<file path="src/logic/cal_sel_pkg.sv">
// Shared constants for the fused-or-serial calibration source selection block.
package cal_sel_pkg;

	// ----------------------------------------
	// Sizes
	// ----------------------------------------
	localparam int DATA_W = 16;
	localparam int ADDR_W = 8;
	localparam int CAL_W = 16;
	localparam int NUM_CORES = 4;
	localparam int NUM_CORE_CAL = 7;
	localparam int NUM_BANKS = 5;
	localparam int MASTER_BANK = 4;

	// ----------------------------------------
	// Register addresses
	// ----------------------------------------
	localparam logic [7:0] ADDR_CHAN_SEL = 8'h0f;
	localparam logic [7:0] ADDR_SRC_SEL = 8'h16;
	localparam logic [7:0] ADDR_PHASE = 8'h20;
	localparam logic [7:0] ADDR_INT_GAIN = 8'h21;
	localparam logic [7:0] ADDR_GAIN = 8'h22;
	localparam logic [7:0] ADDR_CORE_CAL0 = 8'h23;
	localparam logic [7:0] ADDR_RO_PHASE = 8'h30;
	localparam logic [7:0] ADDR_RO_INT_GAIN = 8'h31;
	localparam logic [7:0] ADDR_RO_GAIN = 8'h32;
	localparam logic [7:0] ADDR_RO_CORE_CAL0 = 8'h33;
	localparam logic [7:0] ADDR_OFFSET0 = 8'h40;
	localparam logic [7:0] ADDR_IMP = 8'h44;
	localparam logic [7:0] ADDR_CM = 8'h45;
	localparam logic [7:0] ADDR_RO_OFFSET0 = 8'h50;
	localparam logic [7:0] ADDR_RO_IMP = 8'h54;
	localparam logic [7:0] ADDR_RO_CM = 8'h55;

	// ----------------------------------------
	// Source-select fields
	// ----------------------------------------
	localparam int PHASE_SOURCE_BIT = 4;
	localparam int INT_GAIN_SOURCE_BIT = 6;
	localparam int GAIN_SOURCE_BIT = 7;
	localparam int CORE_CAL_SOURCE_BIT = 8;
	localparam int OFFSET_SOURCE_BIT = 0;
	localparam int COMMON_MODE_SOURCE_BIT = 1;
	localparam int IMP_SOURCE_BIT = 2;
	localparam logic [15:0] CHAN_SRC_MASK = 16'h01d0;
	localparam logic [15:0] MASTER_SRC_MASK = 16'h0007;

	// ----------------------------------------
	// Reset values
	// ----------------------------------------
	localparam logic [15:0] SRC_SEL_RESET = 16'h0000;
	localparam logic [15:0] CAL_RESET = 16'h0000;
	localparam logic [15:0] CHAN_SEL_RESET = 16'h0000;

	// ----------------------------------------
	// Channel-target selector codes
	// ----------------------------------------
	localparam logic [15:0] SEL_CORE_A = 16'h0000;
	localparam logic [15:0] SEL_CORE_B = 16'h0001;
	localparam logic [15:0] SEL_CORE_C = 16'h0002;
	localparam logic [15:0] SEL_CORE_D = 16'h0003;
	localparam logic [15:0] SEL_ALL = 16'h0004;
	localparam logic [15:0] SEL_MASTER = 16'h0007;

endpackage

</file>
<file path="src/logic/fuse_or_spi_calibration_select.sv">
// Calibration source selection between fused and serially written values for four cores and the master bank.
`timescale 1ns/1ps
module fuse_or_spi_calibration_select #(
	parameter int W = cal_sel_pkg::CAL_W,
	parameter int NC = cal_sel_pkg::NUM_CORES,
	parameter int NCAL = cal_sel_pkg::NUM_CORE_CAL
) (
	input wire logic core_clk_in,
	input wire logic rst_in,
	input wire logic reg_wr_in,
	input wire logic reg_rd_in,
	input wire logic [7:0] reg_addr_in,
	input wire logic [15:0] reg_wdata_in,
	output logic [15:0] reg_rdata_out,
	output logic reg_rvalid_out,
	input wire logic [NC*W-1:0] fuse_phase_in,
	input wire logic [NC*W-1:0] fuse_int_gain_in,
	input wire logic [NC*W-1:0] fuse_gain_in,
	input wire logic [NC*NCAL*W-1:0] fuse_core_calibration_words_in,
	input wire logic [NC*W-1:0] fuse_offset_in,
	input wire logic [W-1:0] fuse_impedance_trim_in,
	input wire logic [W-1:0] fuse_input_common_mode_trim_in,
	output logic [NC*W-1:0] phase_out,
	output logic [NC*W-1:0] int_gain_out,
	output logic [NC*W-1:0] gain_out,
	output logic [NC*NCAL*W-1:0] core_calibration_words_out,
	output logic [NC*W-1:0] offset_out,
	output logic [W-1:0] impedance_trim_out,
	output logic [W-1:0] input_common_mode_trim_out
);

	// ----------------------------------------
	// Target decoding
	// ----------------------------------------
	// Bit 4 of the mask is the master bank, bits 3..0 are cores D..A.
	function automatic logic [4:0] target_mask(input logic [15:0] sel);
		case (sel)
			cal_sel_pkg::SEL_CORE_A: target_mask = 5'h01;
			cal_sel_pkg::SEL_CORE_B: target_mask = 5'h02;
			cal_sel_pkg::SEL_CORE_C: target_mask = 5'h04;
			cal_sel_pkg::SEL_CORE_D: target_mask = 5'h08;
			cal_sel_pkg::SEL_ALL: target_mask = 5'h1f;
			cal_sel_pkg::SEL_MASTER: target_mask = 5'h10;
			default: target_mask = 5'h00;
		endcase
	endfunction

	logic [15:0] chan_sel_ff;
	logic [4:0] tgt;
	logic data_wr;

	always_ff @(posedge core_clk_in) begin
		if (rst_in) begin
			chan_sel_ff <= cal_sel_pkg::CHAN_SEL_RESET;
		end else if (reg_wr_in && reg_addr_in == cal_sel_pkg::ADDR_CHAN_SEL) begin
			chan_sel_ff <= reg_wdata_in;
		end
	end

	assign tgt = target_mask(chan_sel_ff);
	assign data_wr = reg_wr_in && reg_addr_in != cal_sel_pkg::ADDR_CHAN_SEL;

	// ----------------------------------------
	// Core banks
	// ----------------------------------------
	logic [15:0] bank_src [NC];
	logic [W-1:0] bank_phase [NC];
	logic [W-1:0] bank_int_gain [NC];
	logic [W-1:0] bank_gain [NC];
	logic [NCAL*W-1:0] bank_core_cal [NC];
	logic bank_rd_hit [NC];
	logic [15:0] bank_rd_data [NC];

	for (genvar c = 0; c < NC; c++) begin : g_bank
		cal_channel_bank #(
			.W(W),
			.NCAL(NCAL)
		) u_bank (
			.core_clk_in(core_clk_in),
			.rst_in(rst_in),
			.wr_in(data_wr && tgt[c]),
			.addr_in(reg_addr_in),
			.wdata_in(reg_wdata_in),
			.fuse_phase_in(fuse_phase_in[c*W +: W]),
			.fuse_int_gain_in(fuse_int_gain_in[c*W +: W]),
			.fuse_gain_in(fuse_gain_in[c*W +: W]),
			.fuse_core_cal_in(fuse_core_calibration_words_in[c*NCAL*W +: NCAL*W]),
			.src_sel_out(bank_src[c]),
			.phase_out(bank_phase[c]),
			.int_gain_out(bank_int_gain[c]),
			.gain_out(bank_gain[c]),
			.core_cal_out(bank_core_cal[c]),
			.rd_hit_out(bank_rd_hit[c]),
			.rd_data_out(bank_rd_data[c])
		);
	end

	// ----------------------------------------
	// Master bank
	// ----------------------------------------
	logic master_wr;
	logic [15:0] master_src_ff;
	logic [W-1:0] offset_reg_ff [NC];
	logic [W-1:0] imp_reg_ff;
	logic [W-1:0] cm_reg_ff;

	assign master_wr = data_wr && tgt[cal_sel_pkg::MASTER_BANK];

	always_ff @(posedge core_clk_in) begin
		if (rst_in) begin
			master_src_ff <= cal_sel_pkg::SRC_SEL_RESET;
		end else if (master_wr && reg_addr_in == cal_sel_pkg::ADDR_SRC_SEL) begin
			master_src_ff <= reg_wdata_in & cal_sel_pkg::MASTER_SRC_MASK;
		end
	end

	always_ff @(posedge core_clk_in) begin
		for (int i = 0; i < NC; i++) begin
			if (rst_in) begin
				offset_reg_ff[i] <= W'(cal_sel_pkg::CAL_RESET);
			end else if (master_wr && reg_addr_in == 8'(cal_sel_pkg::ADDR_OFFSET0 + i)) begin
				offset_reg_ff[i] <= reg_wdata_in[W-1:0];
			end
		end
	end

	always_ff @(posedge core_clk_in) begin
		if (rst_in) begin
			imp_reg_ff <= W'(cal_sel_pkg::CAL_RESET);
			cm_reg_ff <= W'(cal_sel_pkg::CAL_RESET);
		end else if (master_wr) begin
			if (reg_addr_in == cal_sel_pkg::ADDR_IMP) begin
				imp_reg_ff <= reg_wdata_in[W-1:0];
			end
			if (reg_addr_in == cal_sel_pkg::ADDR_CM) begin
				cm_reg_ff <= reg_wdata_in[W-1:0];
			end
		end
	end

	logic [W-1:0] offset_app [NC];
	logic [W-1:0] imp_app;
	logic [W-1:0] cm_app;

	always_comb begin
		for (int i = 0; i < NC; i++) begin
			offset_app[i] = master_src_ff[cal_sel_pkg::OFFSET_SOURCE_BIT] ?
				offset_reg_ff[i] : fuse_offset_in[i*W +: W];
		end
	end

	assign imp_app = master_src_ff[cal_sel_pkg::IMP_SOURCE_BIT] ? imp_reg_ff : fuse_impedance_trim_in;
	assign cm_app = master_src_ff[cal_sel_pkg::COMMON_MODE_SOURCE_BIT] ?
		cm_reg_ff : fuse_input_common_mode_trim_in;

	// ----------------------------------------
	// Registered converter outputs
	// ----------------------------------------
	always_ff @(posedge core_clk_in) begin
		for (int c = 0; c < NC; c++) begin
			if (rst_in) begin
				phase_out[c*W +: W] <= fuse_phase_in[c*W +: W];
				int_gain_out[c*W +: W] <= fuse_int_gain_in[c*W +: W];
				gain_out[c*W +: W] <= fuse_gain_in[c*W +: W];
				core_calibration_words_out[c*NCAL*W +: NCAL*W] <= fuse_core_calibration_words_in[c*NCAL*W +: NCAL*W];
				offset_out[c*W +: W] <= fuse_offset_in[c*W +: W];
			end else begin
				phase_out[c*W +: W] <= bank_phase[c];
				int_gain_out[c*W +: W] <= bank_int_gain[c];
				gain_out[c*W +: W] <= bank_gain[c];
				core_calibration_words_out[c*NCAL*W +: NCAL*W] <= bank_core_cal[c];
				offset_out[c*W +: W] <= offset_app[c];
			end
		end
	end

	always_ff @(posedge core_clk_in) begin
		if (rst_in) begin
			impedance_trim_out <= fuse_impedance_trim_in;
			input_common_mode_trim_out <= fuse_input_common_mode_trim_in;
		end else begin
			impedance_trim_out <= imp_app;
			input_common_mode_trim_out <= cm_app;
		end
	end

	// ----------------------------------------
	// Read path
	// ----------------------------------------
	// A broadcast selection reads back core A; the master bank has no read path.
	logic [15:0] nxt_rdata;
	logic [15:0] rdata_ff;
	logic rvalid_ff;
	logic [1:0] rd_core;
	logic rd_core_ok;

	always_comb begin
		rd_core = 2'd0;
		rd_core_ok = 1'b0;
		for (int c = 0; c < NC; c++) begin
			if (tgt[c] && !rd_core_ok) begin
				rd_core = 2'(c);
				rd_core_ok = 1'b1;
			end
		end
		if (tgt[cal_sel_pkg::MASTER_BANK] && tgt[0] == 1'b0) begin
			rd_core_ok = 1'b0;
		end
	end

	always_comb begin
		nxt_rdata = 16'h0000;
		if (reg_addr_in == cal_sel_pkg::ADDR_CHAN_SEL) begin
			nxt_rdata = chan_sel_ff;
		end else if (rd_core_ok) begin
			if (bank_rd_hit[rd_core]) begin
				nxt_rdata = bank_rd_data[rd_core];
			end else if (reg_addr_in == cal_sel_pkg::ADDR_RO_IMP) begin
				nxt_rdata[W-1:0] = imp_app;
			end else if (reg_addr_in == cal_sel_pkg::ADDR_RO_CM) begin
				nxt_rdata[W-1:0] = cm_app;
			end else begin
				for (int i = 0; i < NC; i++) begin
					if (reg_addr_in == 8'(cal_sel_pkg::ADDR_RO_OFFSET0 + i)) begin
						nxt_rdata[W-1:0] = offset_app[i];
					end
				end
			end
		end
	end

	always_ff @(posedge core_clk_in) begin
		if (rst_in) begin
			rdata_ff <= 16'h0000;
			rvalid_ff <= 1'b0;
		end else begin
			rvalid_ff <= reg_rd_in;
			if (reg_rd_in) begin
				rdata_ff <= nxt_rdata;
			end
		end
	end

	assign reg_rdata_out = rdata_ff;
	assign reg_rvalid_out = rvalid_ff;

	logic src_wr;
	assign src_wr = reg_wr_in && reg_addr_in == cal_sel_pkg::ADDR_SRC_SEL;
endmodule // fuse_or_spi_calibration_select

</file>
<file path="src/logic/cal_channel_bank.sv">
// One converter core's serial calibration registers and fuse/serial selection.
`timescale 1ns/1ps
module cal_channel_bank #(
	parameter int W = 16,
	parameter int NCAL = 7
) (
	input wire logic core_clk_in,
	input wire logic rst_in,
	input wire logic wr_in,
	input wire logic [7:0] addr_in,
	input wire logic [15:0] wdata_in,
	input wire logic [W-1:0] fuse_phase_in,
	input wire logic [W-1:0] fuse_int_gain_in,
	input wire logic [W-1:0] fuse_gain_in,
	input wire logic [NCAL*W-1:0] fuse_core_cal_in,
	output logic [15:0] src_sel_out,
	output logic [W-1:0] phase_out,
	output logic [W-1:0] int_gain_out,
	output logic [W-1:0] gain_out,
	output logic [NCAL*W-1:0] core_cal_out,
	output logic rd_hit_out,
	output logic [15:0] rd_data_out
);

	logic [15:0] src_ff;
	logic [W-1:0] phase_ff;
	logic [W-1:0] int_gain_ff;
	logic [W-1:0] gain_ff;
	logic [W-1:0] core_cal_ff [NCAL];

	always_ff @(posedge core_clk_in) begin
		if (rst_in) begin
			src_ff <= cal_sel_pkg::SRC_SEL_RESET;
		end else if (wr_in && addr_in == cal_sel_pkg::ADDR_SRC_SEL) begin
			src_ff <= wdata_in & cal_sel_pkg::CHAN_SRC_MASK;
		end
	end

	always_ff @(posedge core_clk_in) begin
		if (rst_in) begin
			phase_ff <= W'(cal_sel_pkg::CAL_RESET);
			int_gain_ff <= W'(cal_sel_pkg::CAL_RESET);
			gain_ff <= W'(cal_sel_pkg::CAL_RESET);
		end else if (wr_in) begin
			if (addr_in == cal_sel_pkg::ADDR_PHASE) begin
				phase_ff <= wdata_in[W-1:0];
			end
			if (addr_in == cal_sel_pkg::ADDR_INT_GAIN) begin
				int_gain_ff <= wdata_in[W-1:0];
			end
			if (addr_in == cal_sel_pkg::ADDR_GAIN) begin
				gain_ff <= wdata_in[W-1:0];
			end
		end
	end

	always_ff @(posedge core_clk_in) begin
		for (int i = 0; i < NCAL; i++) begin
			if (rst_in) begin
				core_cal_ff[i] <= W'(cal_sel_pkg::CAL_RESET);
			end else if (wr_in && addr_in == 8'(cal_sel_pkg::ADDR_CORE_CAL0 + i)) begin
				core_cal_ff[i] <= wdata_in[W-1:0];
			end
		end
	end

	// ----------------------------------------
	// Value applied to the core
	// ----------------------------------------
	assign src_sel_out = src_ff;
	assign phase_out = src_ff[cal_sel_pkg::PHASE_SOURCE_BIT] ? phase_ff : fuse_phase_in;
	assign int_gain_out = src_ff[cal_sel_pkg::INT_GAIN_SOURCE_BIT] ? int_gain_ff : fuse_int_gain_in;
	assign gain_out = src_ff[cal_sel_pkg::GAIN_SOURCE_BIT] ? gain_ff : fuse_gain_in;

	always_comb begin
		for (int i = 0; i < NCAL; i++) begin
			core_cal_out[i*W +: W] = src_ff[cal_sel_pkg::CORE_CAL_SOURCE_BIT] ?
				core_cal_ff[i] : fuse_core_cal_in[i*W +: W];
		end
	end

	// ----------------------------------------
	// Read-back
	// ----------------------------------------
	always_comb begin
		rd_hit_out = 1'b1;
		rd_data_out = 16'h0000;
		case (addr_in)
			cal_sel_pkg::ADDR_SRC_SEL: rd_data_out = src_ff;
			cal_sel_pkg::ADDR_PHASE: rd_data_out[W-1:0] = phase_ff;
			cal_sel_pkg::ADDR_INT_GAIN: rd_data_out[W-1:0] = int_gain_ff;
			cal_sel_pkg::ADDR_GAIN: rd_data_out[W-1:0] = gain_ff;
			cal_sel_pkg::ADDR_RO_PHASE: rd_data_out[W-1:0] = phase_out;
			cal_sel_pkg::ADDR_RO_INT_GAIN: rd_data_out[W-1:0] = int_gain_out;
			cal_sel_pkg::ADDR_RO_GAIN: rd_data_out[W-1:0] = gain_out;
			default: begin
				rd_hit_out = 1'b0;
				for (int i = 0; i < NCAL; i++) begin
					if (addr_in == 8'(cal_sel_pkg::ADDR_CORE_CAL0 + i)) begin
						rd_hit_out = 1'b1;
						rd_data_out[W-1:0] = core_cal_ff[i];
					end
					if (addr_in == 8'(cal_sel_pkg::ADDR_RO_CORE_CAL0 + i)) begin
						rd_hit_out = 1'b1;
						rd_data_out[W-1:0] = core_cal_out[i*W +: W];
					end
				end
			end
		endcase
	end
endmodule // cal_channel_bank

</file>
<file path="config.mk">
export PLATFORM = sky130hd
export DESIGN_NAME = fuse_or_spi_calibration_select
export DESIGN_NICKNAME = d
export VERILOG_FILES = /design/src/logic/cal_sel_pkg.sv /design/src/logic/fuse_or_spi_calibration_select.sv /design/src/logic/cal_channel_bank.sv
export SDC_FILE = /design/constraint.sdc
export NUM_CORES = 2
export LEC_CHECK = 0
export ABC_AREA = 1
export BUFFER_PORTS_ARGS = -buffer_cell sky130_fd_sc_hd__buf_2
export CORE_AREA = 2 2 596 598
export DETAILED_ROUTE_END_ITERATION = 16
export DIE_AREA = 0 0 598 600
export PLACE_DENSITY = 0.42
export SLEW_MARGIN = 20
export SYNTH_ARGS = -nofsm -noshare
export SYNTH_HDL_FRONTEND = slang
export SYNTH_HIERARCHICAL = 1
export SYNTH_SLANG_ARGS = --single-unit
</file>
<file path="constraint.sdc">
create_clock -name core_clk_in -period 5.4 [get_ports core_clk_in]
set_input_delay 0 -clock core_clk_in [delete_from_list [all_inputs] [get_ports core_clk_in]]
set_output_delay 0 -clock core_clk_in [all_outputs]
set_load 0.05 [all_outputs]
</file>
==> impl_metrics.env <==
export IMPL_power_density_nw_per_um2=305
export IMPL_dp_hpwl_mm=397
export IMPL_viasPerCell=4.77
export IMPL_tightest_slew_ns=1.21
export IMPL_ant_nets=0
export IMPL_synth_avg_cell_area_um2=7.20
export IMPL_drtPass1Iterations=8
export IMPL_grt_pass1_vias=82200
export IMPL_grt_pass1_wl_mm=689
export IMPL_grt_max_degree=187
export IMPL_dpl_cell_area_um2=85600
export IMPL_skew_ns=0.0630
export IMPL_cp_start_kind="flip-flop"
export IMPL_routedWlPerCell_um=28.9
export IMPL_synthesis_nets=11000
export IMPL_r2r_slack_ns=1.28
export IMPL_drt_total_wl_mm=519
export IMPL_cts_root_buf="clkbuf_16"
export IMPL_regArea_um2=35700
export IMPL_final_nets=13800
export IMPL_clk_latency_ns=0.92
export IMPL_grt_overflow=0
export IMPL_syn_area_um2=73400
export IMPL_clk_pin_slew_ns=0.06
export IMPL_path_cells="clkinv_1 -> nand2_1 -> o21ai_0 -> a22o_1 -> nor4_1 -> nand4_1 -> inv_1 -> nand2_1 -> o21ai_0 -> nand2_1 -> nand2_1 -> nand2_2 -> nand3_2 -> a21oi_2"
export IMPL_die_w_um=598
export IMPL_cts_buffers=199
export IMPL_core_area_um2=352000
export IMPL_vias=85700
export IMPL_worstSetupPathType="flip-flop to flip-flop"
export IMPL_die_area_um2=359000
export IMPL_slowest_stage="nor4_1"
export IMPL_setup_ws_ns=1.28
export IMPL_max_cap_violations=0
export IMPL_p_total_uw=33100
export IMPL_pre_cts_ws_ns=0.966
export IMPL_period_minus_slack_ns=4.12
export IMPL_layout_drive_gt1_share_pct=17.4
export IMPL_globalplace_congestion=0.974
export IMPL_slew_headroom_pct=18.4
export IMPL_rows=218
export IMPL_die_y_um=600
export IMPL_io_buffer_count=1516
export IMPL_multi_input_area_um2=31800
export IMPL_ir_worst_vdd_v=0.000263
export IMPL_arrival_ns=4.90
export IMPL_cts_max_path_buffers=4
export IMPL_hold_viol=0
export IMPL_grt_antenna_before_repair=165
export IMPL_io_pins=1517
export IMPL_post_route_period_util_pct=76.3
export IMPL_slew_viol_final=0
export IMPL_syn_to_final_growth_pct=47.9
export IMPL_grtUsageTotal_pct=27.7
export IMPL_post_cts_resized=0
export IMPL_netlist_instances=10200
export IMPL_cts_tree="done"
export IMPL_final_area_um2=109000
export IMPL_slowest_delay_ns=0.92
export IMPL_crit_fanout=27
export IMPL_run_status="completed"
export IMPL_fillers=38500
export IMPL_rsz0062_at_grt="false"
export IMPL_cts_sinks=1524
export IMPL_setup_viol=0
export IMPL_leakage_uw=0.0494
export IMPL_fmax_ghz=0.243
export IMPL_worstPathRequired_ns=6.18
export IMPL_htreeDepth=4
export IMPL_start_util_pct=20.9
export IMPL_worstSetupEndpointType="flip-flop"
export IMPL_cp_common_cell="nand2_1"
export IMPL_yosysWarnings=6
export IMPL_hold_path_class="input port to flip-flop"
export IMPL_tns_ns=0
export IMPL_first_iter_violations=9488
export IMPL_drc=0
path summary, 6_finish.rpt:
kind,end,start,cells after the start
worst max-delay path,reg_rdata_out[7],g_bank[1].u_bank/src_sel_out[6],14
worst min-delay path,phase_out[24],fuse_phase_in[24],4
worst max register to register,reg_rdata_out[7],g_bank[1].u_bank/src_sel_out[6],14
worst min register to register,cm_reg_ff[13],cm_reg_ff[13],2
power by group:
group          internal [µW]  leakage (µW)  switching [µW]
Sequential             12400        0.0137             336
Combinational           1690        0.0323            4360
Clock                   8350       0.00340            5990
routing by layer:
| metal | GRT usage, % | wire length (µm) |
|---|---|---|
| met3 | 5.97 | 43300 |
| met4 | 13.2 | 28600 |
| met5 | 0 | 240 |
| met1 | 35.5 | 216000 |
| met2 | 44.0 | 231000 |
worst max-delay path, delay by kind of cell, from the launching register on:
family	cells	cell delay [ns]
AOI/OAI and AO/OA	4	0.63
buffers and inverters	2	0.90
DFF	1	0.53
and+or+nand+nor	8	1.93
stage by stage:
step / hold WS [ns] / cells / utilization (%)
floorplan: 0.0691 / 10200 / -
global placement: 0.215 / 15900 / 24.3
detailed placement: 0.219 / 15900 / 24.3
CTS: 0.000249 / 17900 / 30.8
global route: 0.0428 / 17900 / 30.8
finish: 0.0307 / 18000 / 30.9
sequential cells by signal, indices dropped and copies added (netlist names), 64 cells and up:
register	count
gain_out	64
offset_reg_ff	64
offset_out	64
phase_out	64
core_calibration_words_out	448
g_bank.u_bank/int_gain_ff	64
g_bank.u_bank/core_cal_ff	448
g_bank.u_bank/gain_ff	64
int_gain_out	64
g_bank.u_bank/phase_ff	64
final cells by class:
type | instances | share of cell area (%)
Sequential cell | 1524 | 32.8
Multi-Input combinational cell | 7146 | 29.3
Timing Repair Buffer | 3238 | 22.6
Clock buffer | 276 | 5.51
Tap cell | 4620 | 5.32
Inverter | 970 | 3.37
Clock inverter | 87 | 0.838
Antenna cell | 96 | 0.221
layout by cell type, fill, tap and decap left out, types with 108 or more instances in the layout:
| cell type | count |
|---|---|
| a21oi_1 | 401 |
| buf_2 | 1514 |
| buf_4 | 132 |
| clkbuf_16 | 219 |
| dfxtp_1 | 1007 |
| dlygate4sd3_1 | 1583 |
| edfxtp_1 | 512 |
| inv_1 | 905 |
| nand2_1 | 4061 |
| nand3_1 | 263 |
| nor2_1 | 654 |
| o21ai_0 | 962 |
| o22ai_1 | 108 |
timing repair:
action | 4_1_cts | 5_1_grt
hold endpoints to repair | 985 | 0
hold buffers | 1583 | 0
setup buffers | 0 | 0
Note: power is estimated with default switching activity, not from simulation.
